===== config.mk =====
export PLATFORM = sky130hd
export DESIGN_NAME = ead_top
export DESIGN_NICKNAME = d
export VERILOG_FILES = /design/src/rtl/ead_pkg.sv /design/src/rtl/ead_area_dec.sv /design/src/rtl/ead_top.sv
export VERILOG_INCLUDE_DIRS = /design/src /design/src/rtl
export SDC_FILE = /design/constraint.sdc
export NUM_CORES = 1
export LEC_CHECK = 0
export ABC_AREA = 0
export BUFFER_PORTS_ARGS = -buffer_cell sky130_fd_sc_hd__buf_2
export CORE_AREA = 2 2 82 92
export DETAILED_ROUTE_END_ITERATION = 10
export DIE_AREA = 0 0 84 94
export PLACE_DENSITY = 0.77
export SLEW_MARGIN = 10
export SYNTH_ARGS = -nofsm -noshare
export SYNTH_HDL_FRONTEND = slang
export SYNTH_SLANG_ARGS = --single-unit

===== constraint.sdc =====
create_clock -name hclk -period 2.6 [get_ports hclk]
set_clock_uncertainty 0.1 [all_clocks]
set_input_delay 0.26 -clock hclk [delete_from_list [all_inputs] [get_ports hclk]]
set_output_delay 0.26 -clock hclk [all_outputs]
set_load 0.01 [all_outputs]

===== src/rtl/ead_consts.svh =====
// Offsets, field positions, reset values and counts of the area decoder
`ifndef EAD_CONSTS_SVH
`define EAD_CONSTS_SVH
// Register byte offsets (low address byte)
`define EAD_OFF_CBC      8'h00
`define EAD_OFF_CFG3     8'h04
`define EAD_OFF_CFG4     8'h08
`define EAD_OFF_CFG5     8'h0C
`define EAD_OFF_CFG6     8'h10
`define EAD_OFF_STAT     8'h14
// Common bus control fields
`define EAD_CBC_MAP      12
`define EAD_CBC_ENDIAN   3
`define EAD_CBC_ONE_HI   4
`define EAD_CBC_ONE_LO   2
`define EAD_MAP_RST      1'h0
// Area config fields: bit 0 width (1 = 8 bit), bits 5:4 memory type
`define EAD_CFG_W8       0
`define EAD_CFG_TYPE_LO  4
`define EAD_CFG_RST      6'h00
// Status fields
`define EAD_ST_W8        0
`define EAD_ST_ENDIAN    1
`define EAD_ST_AREA_LO   4
`define EAD_ST_BUSY      8
// Area codes from address bits 28:25
`define EAD_AREA_MSB     28
`define EAD_AREA_LSB     25
`define EAD_NUM_CS       5
`define EAD_SPACE_MBYTE  256
`endif


===== src/rtl/ead_pkg.sv =====
// Types shared by the area decoder files
package ead_pkg;
   // Memory kinds an area can hold
   typedef enum logic [1:0] {
      MT_NORMAL = 2'h0,
      MT_BSRAM  = 2'h1,
      MT_SDRAM  = 2'h2,
      MT_PCMCIA = 2'h3
   } ead_mem_type;
   // External access sequencer
   typedef enum logic {ACC_IDLE, ACC_BUSY} ead_acc_state_type;
endpackage : ead_pkg


===== src/rtl/ead_area_dec.sv =====
// Combinational area decoder for the external physical space
`timescale 1ns/1ps
`default_nettype none
module ead_area_dec
   import ead_pkg::*;
(
   input  wire logic [2:0] area,      // Address bits 28:26
   input  wire logic       half_hi,   // Address bit 25
   input  wire logic       map2,      // Map 2 selected
   output logic [4:0]      sel,       // One-hot: areas 0,3,4,5,6
   output logic            reserved   // Address hits a reserved area
);
   // Area numbers owning each chip select
   localparam logic [2:0] CS_AREA [5] = '{3'h0, 3'h3, 3'h4, 3'h5, 3'h6};

   // One comparator per chip select; lower halves of 5 and 6 only in map 2
   genvar g;
   generate
      for (g = 0; g < 5; g++) begin : g_cs
         if (g >= 3) begin : g_split
            assign sel[g] = (area == CS_AREA[g]) && (map2 || half_hi);
         end else begin : g_full
            assign sel[g] = (area == CS_AREA[g]);
         end
      end
   endgenerate

   // Areas 1, 2, 7 and the split lower halves have no select
   assign reserved = ~|sel;
endmodule : ead_area_dec
`default_nettype wire


===== src/rtl/ead_top.sv =====
// External area decoder, strap capture and common bus control register
`timescale 1ns/1ps
`default_nettype none
`include "ead_consts.svh"
module ead_top
   import ead_pkg::*;
(
   input  wire logic        hclk,              // Bus clock
   input  wire logic        hresetn,           // Power-on reset, active low
   input  wire logic        hsel,              // Slave select
   input  wire logic [31:0] haddr,             // Byte address
   input  wire logic [1:0]  htrans,            // Transfer type
   input  wire logic        hwrite,            // Write when high
   input  wire logic [2:0]  hsize,             // Transfer size
   input  wire logic [31:0] hwdata,            // Write data
   input  wire logic        hready,            // Bus ready
   output logic             hreadyout,         // Slave ready
   output logic [31:0]      hrdata,            // Read data
   output logic             hresp,             // Always OKAY
   input  wire logic        area0_width_strap, // 1 = 8-bit area 0
   input  wire logic        endian_strap,      // 1 = little endian
   input  wire logic        acc_req,           // External access request
   input  wire logic [31:0] acc_addr,          // Access physical address
   input  wire logic        acc_end,           // Access finished
   output logic             acc_busy,          // Access in progress
   output logic [4:0]       chip_select_n,     // Bit 0 area0_chip_select
   output logic             acc_reserved,      // Access hit reserved area
   output logic             acc_width8,        // Access bus is 8 bits
   output logic [1:0]       acc_mem_type,      // Memory kind of access
   output logic             acc_little         // Little-endian alignment
);
   // Register state
   logic              map_ff;         // Map select
   logic              a0_w8_ff;       // Area 0 is 8 bits
   logic              endian_ff;      // Little endian
   logic              strap_done_ff;  // Straps captured
   logic [5:0]        cfg_ff [4];     // Areas 3, 4, 5(B), 6(B)
   // Bus data phase
   logic              dp_wr_ff;       // Write data phase pending
   logic              dp_rd_ff;       // Read data phase pending
   logic [7:0]        dp_addr_ff;     // Latched offset
   logic [31:0]       hrdata_ff;      // Read data
   // Access outputs
   ead_acc_state_type acc_st_ff;      // Sequencer
   logic [4:0]        cs_n_ff;        // Chip selects
   logic              acc_res_ff;     // Reserved hit
   logic              acc_w8_ff;      // Width 8
   logic [1:0]        acc_type_ff;    // Memory type
   logic [2:0]        last_area_ff;   // Last decoded area
   // Decode wires
   logic [4:0]        dec_sel;        // One-hot decode
   logic              dec_res;        // Reserved
   logic              take;           // Access accepted
   logic              ahb_go;         // Valid address phase
   logic              nxt_w8;         // Width of new access
   logic [1:0]        nxt_type;       // Type of new access
   logic [31:0]       rd_mux;         // Read value

   assign take   = acc_req && (acc_st_ff == ACC_IDLE);
   assign ahb_go = hsel && htrans[1] && hready;

   // Address decode with the live map
   ead_area_dec u_dec (
      .area     (acc_addr[`EAD_AREA_MSB:`EAD_AREA_LSB+1]),
      .half_hi  (acc_addr[`EAD_AREA_LSB]),
      .map2     (map_ff),
      .sel      (dec_sel),
      .reserved (dec_res)
   );

   // Width and memory kind of the new access
   always_comb begin
      nxt_w8   = a0_w8_ff;
      nxt_type = MT_NORMAL;
      for (int i = 0; i < 4; i++) begin
         if (dec_sel[i+1]) begin
            nxt_w8   = cfg_ff[i][`EAD_CFG_W8];
            nxt_type = cfg_ff[i][`EAD_CFG_TYPE_LO+:2];
         end
      end
      // Illegal kinds fall back to normal memory
      if ((nxt_type == MT_SDRAM) && !dec_sel[1]) begin
         nxt_type = MT_NORMAL;
      end
      if ((nxt_type == MT_PCMCIA) && !(map_ff && (dec_sel[3] || dec_sel[4]))) begin
         nxt_type = MT_NORMAL;
      end
   end

   // Strap capture on the first edge after reset release
   always_ff @(posedge hclk or negedge hresetn) begin
      if (!hresetn) begin
         strap_done_ff <= 1'b0;
         a0_w8_ff      <= 1'b0;
         endian_ff     <= 1'b0;
      end else if (!strap_done_ff) begin
         strap_done_ff <= 1'b1;
         a0_w8_ff      <= area0_width_strap;
         endian_ff     <= endian_strap;
      end
   end

   // Bus address phase capture
   always_ff @(posedge hclk or negedge hresetn) begin
      if (!hresetn) begin
         dp_wr_ff   <= 1'b0;
         dp_rd_ff   <= 1'b0;
         dp_addr_ff <= 8'h00;
      end else if (hready) begin
         dp_wr_ff   <= ahb_go && hwrite;
         dp_rd_ff   <= ahb_go && !hwrite;
         dp_addr_ff <= haddr[7:0];
      end
   end

   // Register writes at the end of the data phase
   always_ff @(posedge hclk or negedge hresetn) begin
      if (!hresetn) begin
         map_ff <= `EAD_MAP_RST;
         for (int i = 0; i < 4; i++) begin
            cfg_ff[i] <= `EAD_CFG_RST;
         end
      end else if (dp_wr_ff) begin
         unique case (dp_addr_ff)
            `EAD_OFF_CBC:  map_ff    <= hwdata[`EAD_CBC_MAP];
            `EAD_OFF_CFG3: cfg_ff[0] <= hwdata[5:0];
            `EAD_OFF_CFG4: cfg_ff[1] <= hwdata[5:0];
            `EAD_OFF_CFG5: cfg_ff[2] <= hwdata[5:0];
            `EAD_OFF_CFG6: cfg_ff[3] <= hwdata[5:0];
            default:       ;                                  // Unmapped ignored
         endcase
      end
   end

   // Read value by offset
   always_comb begin
      rd_mux = 32'h0000_0000;
      unique case (haddr[7:0])
         `EAD_OFF_CBC: begin
            rd_mux[`EAD_CBC_MAP]    = map_ff;
            rd_mux[`EAD_CBC_ONE_HI] = 1'b1;
            rd_mux[`EAD_CBC_ENDIAN] = endian_ff;
            rd_mux[`EAD_CBC_ONE_LO] = 1'b1;
         end
         `EAD_OFF_CFG3: rd_mux[5:0] = cfg_ff[0];
         `EAD_OFF_CFG4: rd_mux[5:0] = cfg_ff[1];
         `EAD_OFF_CFG5: rd_mux[5:0] = cfg_ff[2];
         `EAD_OFF_CFG6: rd_mux[5:0] = cfg_ff[3];
         `EAD_OFF_STAT: begin
            rd_mux[`EAD_ST_W8]             = a0_w8_ff;
            rd_mux[`EAD_ST_ENDIAN]         = endian_ff;
            rd_mux[`EAD_ST_AREA_LO+:3]     = last_area_ff;
            rd_mux[`EAD_ST_BUSY]           = (acc_st_ff == ACC_BUSY);
         end
         default: ;                                           // Unmapped reads 0
      endcase
   end

   // Read data loaded at the address phase edge
   always_ff @(posedge hclk or negedge hresetn) begin
      if (!hresetn) begin
         hrdata_ff <= 32'h0000_0000;
      end else if (hready) begin
         hrdata_ff <= (ahb_go && !hwrite) ? rd_mux : 32'h0000_0000;
      end
   end

   // Access sequencer: decode frozen for the whole access
   always_ff @(posedge hclk or negedge hresetn) begin
      if (!hresetn) begin
         acc_st_ff    <= ACC_IDLE;
         cs_n_ff      <= 5'h1F;
         acc_res_ff   <= 1'b0;
         acc_w8_ff    <= 1'b0;
         acc_type_ff  <= MT_NORMAL;
         last_area_ff <= 3'h0;
      end else begin
         unique case (acc_st_ff)
            ACC_IDLE: begin
               if (take) begin
                  acc_st_ff    <= ACC_BUSY;
                  cs_n_ff      <= ~dec_sel;
                  acc_res_ff   <= dec_res;
                  acc_w8_ff    <= nxt_w8;
                  acc_type_ff  <= nxt_type;
                  last_area_ff <= acc_addr[`EAD_AREA_MSB:`EAD_AREA_LSB+1];
               end
            end
            ACC_BUSY: begin
               if (acc_end) begin
                  acc_st_ff  <= ACC_IDLE;
                  cs_n_ff    <= 5'h1F;
                  acc_res_ff <= 1'b0;
               end
            end
         endcase
      end
   end

   // Outputs straight from flops, ready and response tied to constants
   assign hreadyout     = 1'b1;
   assign hresp         = 1'b0;
   assign hrdata        = hrdata_ff;
   assign acc_busy      = (acc_st_ff == ACC_BUSY);
   assign chip_select_n = cs_n_ff;
   assign acc_reserved  = acc_res_ff;
   assign acc_width8    = acc_w8_ff;
   assign acc_mem_type  = acc_type_ff;
   assign acc_little    = endian_ff;
endmodule : ead_top
`default_nettype wire

After elaboration in Yosys (flattened, before gate mapping) --
Cells that the tools add are included. Widths: inputs -> output; s select.
Word-level totals: bits in registers 82, latch bits 0, memory bits (writable) 0, memory bits (read-only) 0, bits of input ports 110, output and inout bits 45, logic and storage cells 90, memories 0
Cells by class: add/sub/neg operators 0, multiply operators 0, divide/modulo/power cells 0, magnitude comparators 0, equal/unequal tests 17, shift operators 0, mux-type cells 27, bitwise operators 2, reductions and logical operators 27
Operator list (number):
- $eq 8x4->1 const B | 4
- $eq 8x5->1 const B | 3
- $pmux 2 s5 | 2
- $eq 8x3->1 const B | 2
- $logic_not 8->1 | 2
- $reduce_and 2->1 | 7
- $mux 13 | 1
- $mux 2 | 6
- $mux 1 | 11
- $logic_and 1x1->1 | 10
- $mux 5 | 2
- $pmux 5 s2 | 1
- $eq 3x3->1 const B | 3
- $pmux 1 s6 | 1
- $not 5->5 | 1
- $pmux 1 s5 | 1
- $reduce_or 5->1 | 1
- $eq 2x2->1 const B | 2
- $logic_not 1->1 | 4
- $ne 2x2->1 const B | 2
- $pmux 1 s2 | 2
- $eq 3x2->1 const B | 1
- $logic_not 3->1 | 1
- $logic_or 1x1->1 | 2
- $not 1->1 | 1

Logic depth before layout (Yosys ltp) --
Gate-level depths: netlist (run 1).
word-level depth 11, gate-level depth with buffers 6

Modules after synthesis --
A second synthesis (run 1) with hierarchy kept.
Unflattened totals: cells, all modules 258, area, all modules 3006.6 µm²
Modules (own cells, without submodules):
- ead_top | times used 1, cells an instance 248, area each 2940.3 µm², seq. area each 1482.7 µm²
- ead_area_dec | times used 1, cells an instance 10, area each 66.3 µm², seq. area each 0.0 µm²

Worst setup path before layout (run 1) --
OpenSTA, ideal clock, no wires.
kind register -> register, start reg dp_addr_ff[5], end reg cfg_ff[18] (netlist name), library setup time 0.125 ns, arrival time 1.726 ns, setup slack 0.649 ns, cell stages (with the launch flop) 6, buffers on the path 1, cells stage by stage dfrtp_1 or4b_4 nor4_4 and3b_1 buf_2 mux2_2
Between the ends: word-level cells in the longest chain between the ends 2
RTL lines:
- start: declaration | RTL line ead_top.sv:41 | logic [7:0] dp_addr_ff;
- start signal: assignment | RTL line ead_top.sv:112 | dp_addr_ff <= haddr[7:0];
- $eq 8x3->1 | RTL line ead_top.sv:124 | unique case (dp_addr_ff)
- $reduce_and 2->1 (no source line)
- end signal: indexed assignment | RTL line ead_top.sv:121 | cfg_ff[i] <= `EAD_CFG_RST;
- end: declaration | RTL line ead_top.sv:37 | logic [5:0] cfg_ff [4];
No other way between the ends. A chain may end at the register's enable or synchronous reset.

Worst setup path after layout (run 1) --
start reg dp_addr_ff[5], end reg cfg_ff[19] (netlist name)
The elaborated chain is that of the path after synthesis.

==> results of run 1 <==
==> report_power, final <==
| part | switching [W] | internal [W] | total (W) |
|---|---|---|---|
| sequential | 0.0000509 | 0.000987 | 0.00104 |
| combinational | 0.000150 | 0.000112 | 0.000263 |
| clock | 0.000361 | 0.000660 | 0.00102 |
| total | 0.000562 | 0.00176 | 0.00232 |
==> stage by stage <==
step / utilization [%] / total power, W / area (sq um) / hold WS (ns)
6_report: 50.7 / 0.00232 / 3510 / 0.0544
4_1_cts: 50.7 / 0.00234 / 3510 / 0.0456
3_3_place_gp: 47.1 / 0.00131 / 3260 / 0.213
3_5_place_dp: 47.1 / 0.00132 / 3260 / 0.225
2_1_floorplan: - / 0.00123 / 3120 / -0.136
5_1_grt: 50.7 / 0.00243 / 3510 / 0.0396
==> area by class of cell <==
| cell class | count | area [sq um] |
|---|---|---|
| fillers | 609 | 3420 |
| flip-flops and latches | 59 | 1480 |
| repair buffers | 51 | 278 |
| clock buffers | 11 | 141 |
| multi-input cells | 192 | 1380 |
| well taps | 85 | 106 |
| clock inverters | 5 | 100 |
| inverters | 6 | 22.5 |
==> state kept, by name, indices dropped and copies added, names as in the netlist, 2 cells and up <==
signal / count
chip_select_n: 5
cfg_ff: 24
hrdata: 9
last_area_ff: 3
dp_addr_ff: 8
acc_mem_type: 2
==> metal layers <==
layer	global-route usage, %	vias up	share of wire, %
li1	-	1021	-
met1	21.4	1055	43
met2	28.2	88	48
met3	5.89	20	6.4
met4	8.47	0	3.1
met5	0	-	0
==> cells in the final DEF, fill, tap and decap left out, drive strengths merged, types with 3 or more instances in the layout <==
cell type / synthesis / routed
dfrtp: 54 / 54
buf: 31 / 50
mux2: 39 / 39
conb: 2 / 26
nand2: 24 / 24
a21oi: 11 / 11
clkbuf: 5 / 11
nor2: 9 / 9
o21ai: 9 / 9
nor2b: 7 / 7
mux2i: 7 / 7
a22oi: 6 / 6
inv: 5 / 5
o2bb2ai: 5 / 5
dfstp: 5 / 5
o22a: 5 / 5
nand3: 3 / 3
a22o: 3 / 3
bufinv: 0 / 3
nor3: 3 / 3
clkinv: 1 / 3
nor4: 3 / 3
==> worst max path at each step <==
stage                  to  slack [ns]
2_1_floorplan  cfg_ff[18]        0.65
3_3_place_gp   cfg_ff[20]        0.47
3_5_place_dp   cfg_ff[19]        0.42
4_1_cts        cfg_ff[19]        0.40
5_1_grt        cfg_ff[20]        0.34
6_report       cfg_ff[19]        0.41
==> worst register-to-register path: cells and delay by family, from the launching register on <==
family	cells	cell delay (ns)
flip-flops	1	0.38
AND/OR/NAND/NOR	3	1.21
multiplexers	1	0.38
==> cell families after synthesis <==
logic type / Yosys count / share of synthesized area [%]
flops: 59 / 48.9
mux: 46 / 16.8
buf+inv: 42 / 8.47
compound gates: 52 / 12.1
simple gates: 67 / 13.1
other cells: 2 / 0.248
xor+xnor: 1 / 0.289
==> impl_results.md, run 1 <==
- Final worst slack: 0.415 ns
- Prevailing post-synth register cell: dfrtp_1
- GRT Total Usage: 17.6%
- Htree depth: 3
- Reg2Reg Depth: 4
- Placed cells: 392
- Status: finished, final reports clean
- Post-route DRC: 0
- CTS Buffer Depth: 2
- RR Startpoint: dp_addr_ff[5]
- Post-synthesis cell count: 269
- Vias/cell: 5.34
- FF-to-FF End: cfg_ff[19]
- Global-route wire length before repair: 10.6 mm
- Async set-reset flop share out of synthesis: 100%
- Largest fanout on the critical path: 6
- Die W: 84 microns
- Post-DP HPWL: 4.50 mm
- Fmax: 458 MHz
- Via count: 2184
- Initial antenna violation count: 0
- Syn_area_per_cell: 11.3 sq um
- Crit. Startpoint: dp_addr_ff[5]
- Critical path capture point type: flop
- Tmin final: 2.19 ns
- Drt total wl: 6.53 mm
- Post-route ant nets: 0
- Num CTS Buffers: 9
- Post-route insts no fill: 409
- # resized after CTS: 0
- Seq cells post-synth: 59
- I/O pin count: 155
- Area share of the largest cell type after synthesis: 44.6%
- Unrepaired setup endpoints after global routing: no
- Worst-Skew Late Latency: 0.34 ns
- Fin crit share: 84.0%
- Leakage Power: 1.61 nW
- Clk slew on worst S/H paths: 0.07 ns
- Quantity of hold-fixing buffers added after cts: 1
- Worst Max-Slew Pin Slew: 0.659 ns
- Total grt overflow: 0
- Vias in the first global route: 2149
- Num Clock Sinks: 59
- Starting Density: 43.7%
- Setup CP Type: flop to flop
- Crit path buffers/inverters: 0
- Hold Path Stages: 2
- Worst-case hold path end point: a0_w8_ff
- Core area: 6930 sq um
- Synth unique cells: 53
- Share of layout cells above drive strength 1: 37.7%
- Worst Hold Class: primary input to flop
- Crit path largest cell delay: 0.58 ns
- Count leader, synth: dfrtp_1
- PwrDens: 661 nW/um^2
- VDD IR max: 348 uV
- DR iter-0 viols: 129
- Yosys warns: 0
- Critical Path RT: 2.72 ns
- NumNets Final: 429
- Endpoints failing setup: 0
- Post-synth EDFFs: 0
- Setup TNS: 0 ns
- Largest area contributor in the netlist: dfrtp_1
- N_diodes: 0
- GPL Wtd Cong: 0.792
- Slowest cell on crit path: or4b_4
- CP Launch Type: flop
- Drt first pass iters: 4
- Area added between synthesis and finish: 15.9%
- CTS tree: yes
- Max-slew violation count: 0
- Die area: 7900 sq um
- Root Buffer: clkbuf_8
- Port Buffers: 48
- Top cells by count, synth: 54 x dfrtp_1, 39 x mux2_2, 25 x buf_4
- Die Y: 94 microns
- Row count: 32
- MaxCap Viol Count: 0
- Top Family by Delay on Critical Path: simple AND/OR/NAND/NOR gates
- Seq/Total Area, Yosys: 48.9%
- Area contributors post-synth: dfrtp_1 45%, mux2_2 14%, buf_4 6.2%, dfstp_2 4.3%, nand2_1 3.0%
- Post-CTS repair timing setup buffer count: 0
- Syn Std Cell Area: 3030 sq um
- Hold path start: area0_width_strap
- Cell count along the critical path: 4
- Worst EP arrival: 2.31 ns
- Wire per inst: 16.0 microns
- Worst reg-to-reg setup slack: 0.41 ns
- Final Hold Viols: 0
- Dpl ws: 0.418 ns
- Worst path cell trace: or4b_4 -> nor4_4 -> and3b_1 -> mux2_2
- Largest net degree at the start of global routing: 33
- Slew margin rel.: 56.1%
Power figures use the tool's default switching activity.
==> run 2, diff against run 1 <==
ABC_AREA = 1   (was 0)
CORE_AREA = 2 2 85 96   (was 2 2 82 92)
DIE_AREA = 0 0 87 98   (was 0 0 84 94)
PLACE_DENSITY = 0.75   (was 0.77)
clock period = 1.95 ns   (was 2.6 ns; I/O delays follow)
==> run 2 against run 1 <==
Against the previous run:
- synthesized area decreased by 0.21%
- critical path type is now primary input to flop
- hold slack got worse by 0.042 ns
- routed wire length is 5.6% higher
- core utilization fell by 2.9 points
- sequential power grew 38%
- cell area grew 3.7%
- first-iteration DRC count up 27%
==> impl_results.md, run 2 <==
- Status: finished, final reports clean
- Setup TNS: 0 ns (unchanged)
- GPL Wtd Cong: 0.924 (+17%)
- Row count: 34 (+6.3%)
- Final Hold Viols: 0 (unchanged)
- Tmin final: 1.64 ns
- Endpoints failing setup: 0 (unchanged)
- Worst EP arrival: 1.82 ns (-0.49 ns)
- Fin crit share: 84.0%
- PwrDens: 839 nW/um^2 (+27%)
- Wire per inst: 12.9 microns (-19%)
- Initial antenna violation count: 0 (unchanged)
- Post-synthesis cell count: 373 (+39%)
- Yosys warns: 0 (unchanged)
- Post-DP HPWL: 5.18 mm (+15%)
- Global-route wire length before repair: 11.5 mm (+8.0%)
- Worst Hold Class: primary input to flop
- Worst path cell trace: dlygate4sd3_1 -> buf_2 -> inv_1 -> nand2_1 -> nor3_2 -> buf_4 -> nand2_1 -> nand2_1 -> nor2_1 -> nand2_1 -> nand2_1 -> nand2_1
- Clk slew on worst S/H paths: 0.07 ns (about the same)
- Die W: 87 microns (+3.6%)
- Max-slew violation count: 0 (unchanged)
- Drt first pass iters: 4 (unchanged)
- Final hold slack: 0.0120 ns (-0.0424 ns)
- Slowest cell on crit path: dlygate4sd3_1
- Post-route ant nets: 0 (unchanged)
- Area contributors post-synth: dfrtp_1 45%, nand2_1 11%, nand3_1 7.3%, buf_4 6.5%, dfstp_2 4.3%
- VDD IR max: 387 uV (+11%)
- Seq/Total Area, Yosys: 49.0% (+0.10 points)
- Num Clock Sinks: 59 (unchanged)
- Syn Std Cell Area: 3020 sq um (-0.21%)
- Die Y: 98 microns (+4.3%)
- # resized after CTS: 0 (unchanged)
- Most frequent cells in the layout: 91 x nand2_1, 54 x dfrtp_1, 48 x buf_2
- Top cells by count, synth: 91 x nand2_1, 54 x dfrtp_1, 44 x nand3_1
- Synth unique cells: 28 (-47%)
- Unrepaired setup endpoints after global routing: no
- Post-synth EDFFs: 0 (unchanged)
- Top Family by Delay on Critical Path: buffers and inverters
- Largest net degree at the start of global routing: 60 (+82%)
- Critical path capture point type: flop
- Crit path largest cell delay: 0.55 ns (-0.03 ns)
- Prevailing post-synth register cell: dfrtp_1
- Share of layout cells above drive strength 1: 21.3% (-16 points)
- CTS tree: yes
- Post-layout util: 47.8% (-2.9 points)
- Async set-reset flop share out of synthesis: 100% (unchanged)
- I/O pin count: 155 (unchanged)
- CP Launch Type: primary input
- Vias in the first global route: 2499 (+16%)
- Area added between synthesis and finish: 20.4%
- Total grt overflow: 0 (unchanged)
- Filler cells: 696 (+14%)
- Syn_area_per_cell: 8.10 sq um (-28%)
- FF/Latch Area: 1480 sq um (unchanged)
- Setup CP Type: primary input to flop
- GRT Total Usage: 17.4% (-0.16 points)
- Htree depth: 3 (unchanged)
- Max reg flops: 24 (unchanged)
- Fmax: 611 MHz
- Via count: 2616 (+20%)
- NumNets Final: 550 (+28%)
- Seq cells post-synth: 59 (unchanged)
- Largest fanout on the critical path: 20 (+14)
- Root Buffer: clkbuf_8
- Vias/cell: 4.89 (-8.4%)
- Count leader, synth: nand2_1
- Leakage Power: 1.88 nW (+17%)
- N_diodes: 0 (unchanged)
- CTS Buffer Depth: 2 (unchanged)
- Multi-input gate area: 1250 sq um (-9.3%)
- DR iter-0 viols: 164 (+27%)
- Commonest non-fill, non-tap cell in the layout: nand2_1
- Starting Density: 39.7% (-4.0 points)
- Num CTS Buffers: 9 (unchanged)
- Worst-Skew Late Latency: 0.34 ns (about the same)
- Drt total wl: 6.90 mm (+5.6%)
- Crit path buffers/inverters: 4 (+4)
- Largest area contributor in the netlist: dfrtp_1
- Core area: 7610 sq um (+9.9%)
- MaxCap Viol Count: 0 (unchanged)
- Largest register by flop count: cfg_ff
- Die area: 8530 sq um (+8.0%)
- Quantity of hold-fixing buffers added after cts: 12 (+11)
- Area share of the largest cell type after synthesis: 44.7% (+0.092 points)
- Port Buffers: 48 (unchanged)
- Critical Path RT: 2.14 ns (-0.58 ns)
- Post-route DRC: 0 (unchanged)
- Post-CTS repair timing setup buffer count: 0 (unchanged)
- Critical path's most frequent cell: nand2_1
## run 2: cell types whose count changed in the layout (fill, tap and decap cells not counted), sizes merged, moves of 6 or more
cell         previous run  this run
a22oi                   6         0
buf                    50        56
dlygate4sd3             1        12
inv                     5        38
mux2                   39         1
mux2i                   7         0
nand2                  24        92
nand3                   3        47
nand4                   1         8
nor2                    9        22
nor2b                   7         0
nor3                    3         9
o21ai                   9        45
## run 2: layer usage
metal / up-vias / wire length [microns] / global-route usage (%)
met5: - / 0 / 0
met3: 21 / 348 / 3.38
met4: 0 / 243 / 11.5
met2: 98 / 3360 / 26.8
li1: 1304 / - / -
met1: 1193 / 2950 / 22.0
## run 2: cells by family after synthesis
kind of cell | Yosys count | synth area share [%]
AOI/OAI and AO/OA | 57 | 9.81
buffers and inverters | 74 | 12.7
DFF | 59 | 49.0
muxes | 1 | 0.372
other | 2 | 0.248
and+or+nand+nor | 180 | 27.8
## run 2: area by class of cell
cell class	instances	share of cell area, %
sequential	59	40.7
clock inverter	5	2.13
tap	90	3.09
clock buffer	11	3.88
multi-input combinational	264	34.4
inverter	38	3.92
timing repair buffer	68	11.9
## run 2: worst paths after layout
kind                       cells after the start           from                to  slack [ns]
min                                            3       haddr[5]     dp_addr_ff[5]        0.01
max in group asynchronous                      3        hresetn  chip_select_n[2]        1.17
min in group asynchronous                      3        hresetn     dp_addr_ff[6]        0.27
min reg2reg                                    2      hrdata[6]         hrdata[6]        0.37
max                                           12       haddr[7]         hrdata[4]        0.31
max reg2reg                                    4  dp_addr_ff[1]         cfg_ff[5]        0.39
## run 2: worst reg2reg max path: stages (launching register included)
cell     delay, ns
dfrtp_1       0.43
nor4_2        0.38
nand3_2       0.22
nor2_4        0.21
o21ai_0       0.10
## run 2: through the flow
step	cell area, sq um	setup slack, ns	total power, W	std cells
2_1_floorplan	3110	0.587	0.00170	397
3_3_place_gp	3300	0.439	0.00182	507
3_5_place_dp	3300	0.416	0.00184	507
4_1_cts	3640	0.357	0.00308	535
5_1_grt	3640	0.188	0.00321	535
6_report	3640	0.313	0.00306	535
## run 2: where the power goes
| group | leakage (nW) | switching [W] | total [W] | internal (W) |
|---|---|---|---|---|
| sequential | 0.653 | 0.0000899 | 0.00144 | 0.00135 |
| combinational | 1.12 | 0.000254 | 0.000399 | 0.000146 |
| clock | 0.109 | 0.000471 | 0.00122 | 0.000749 |
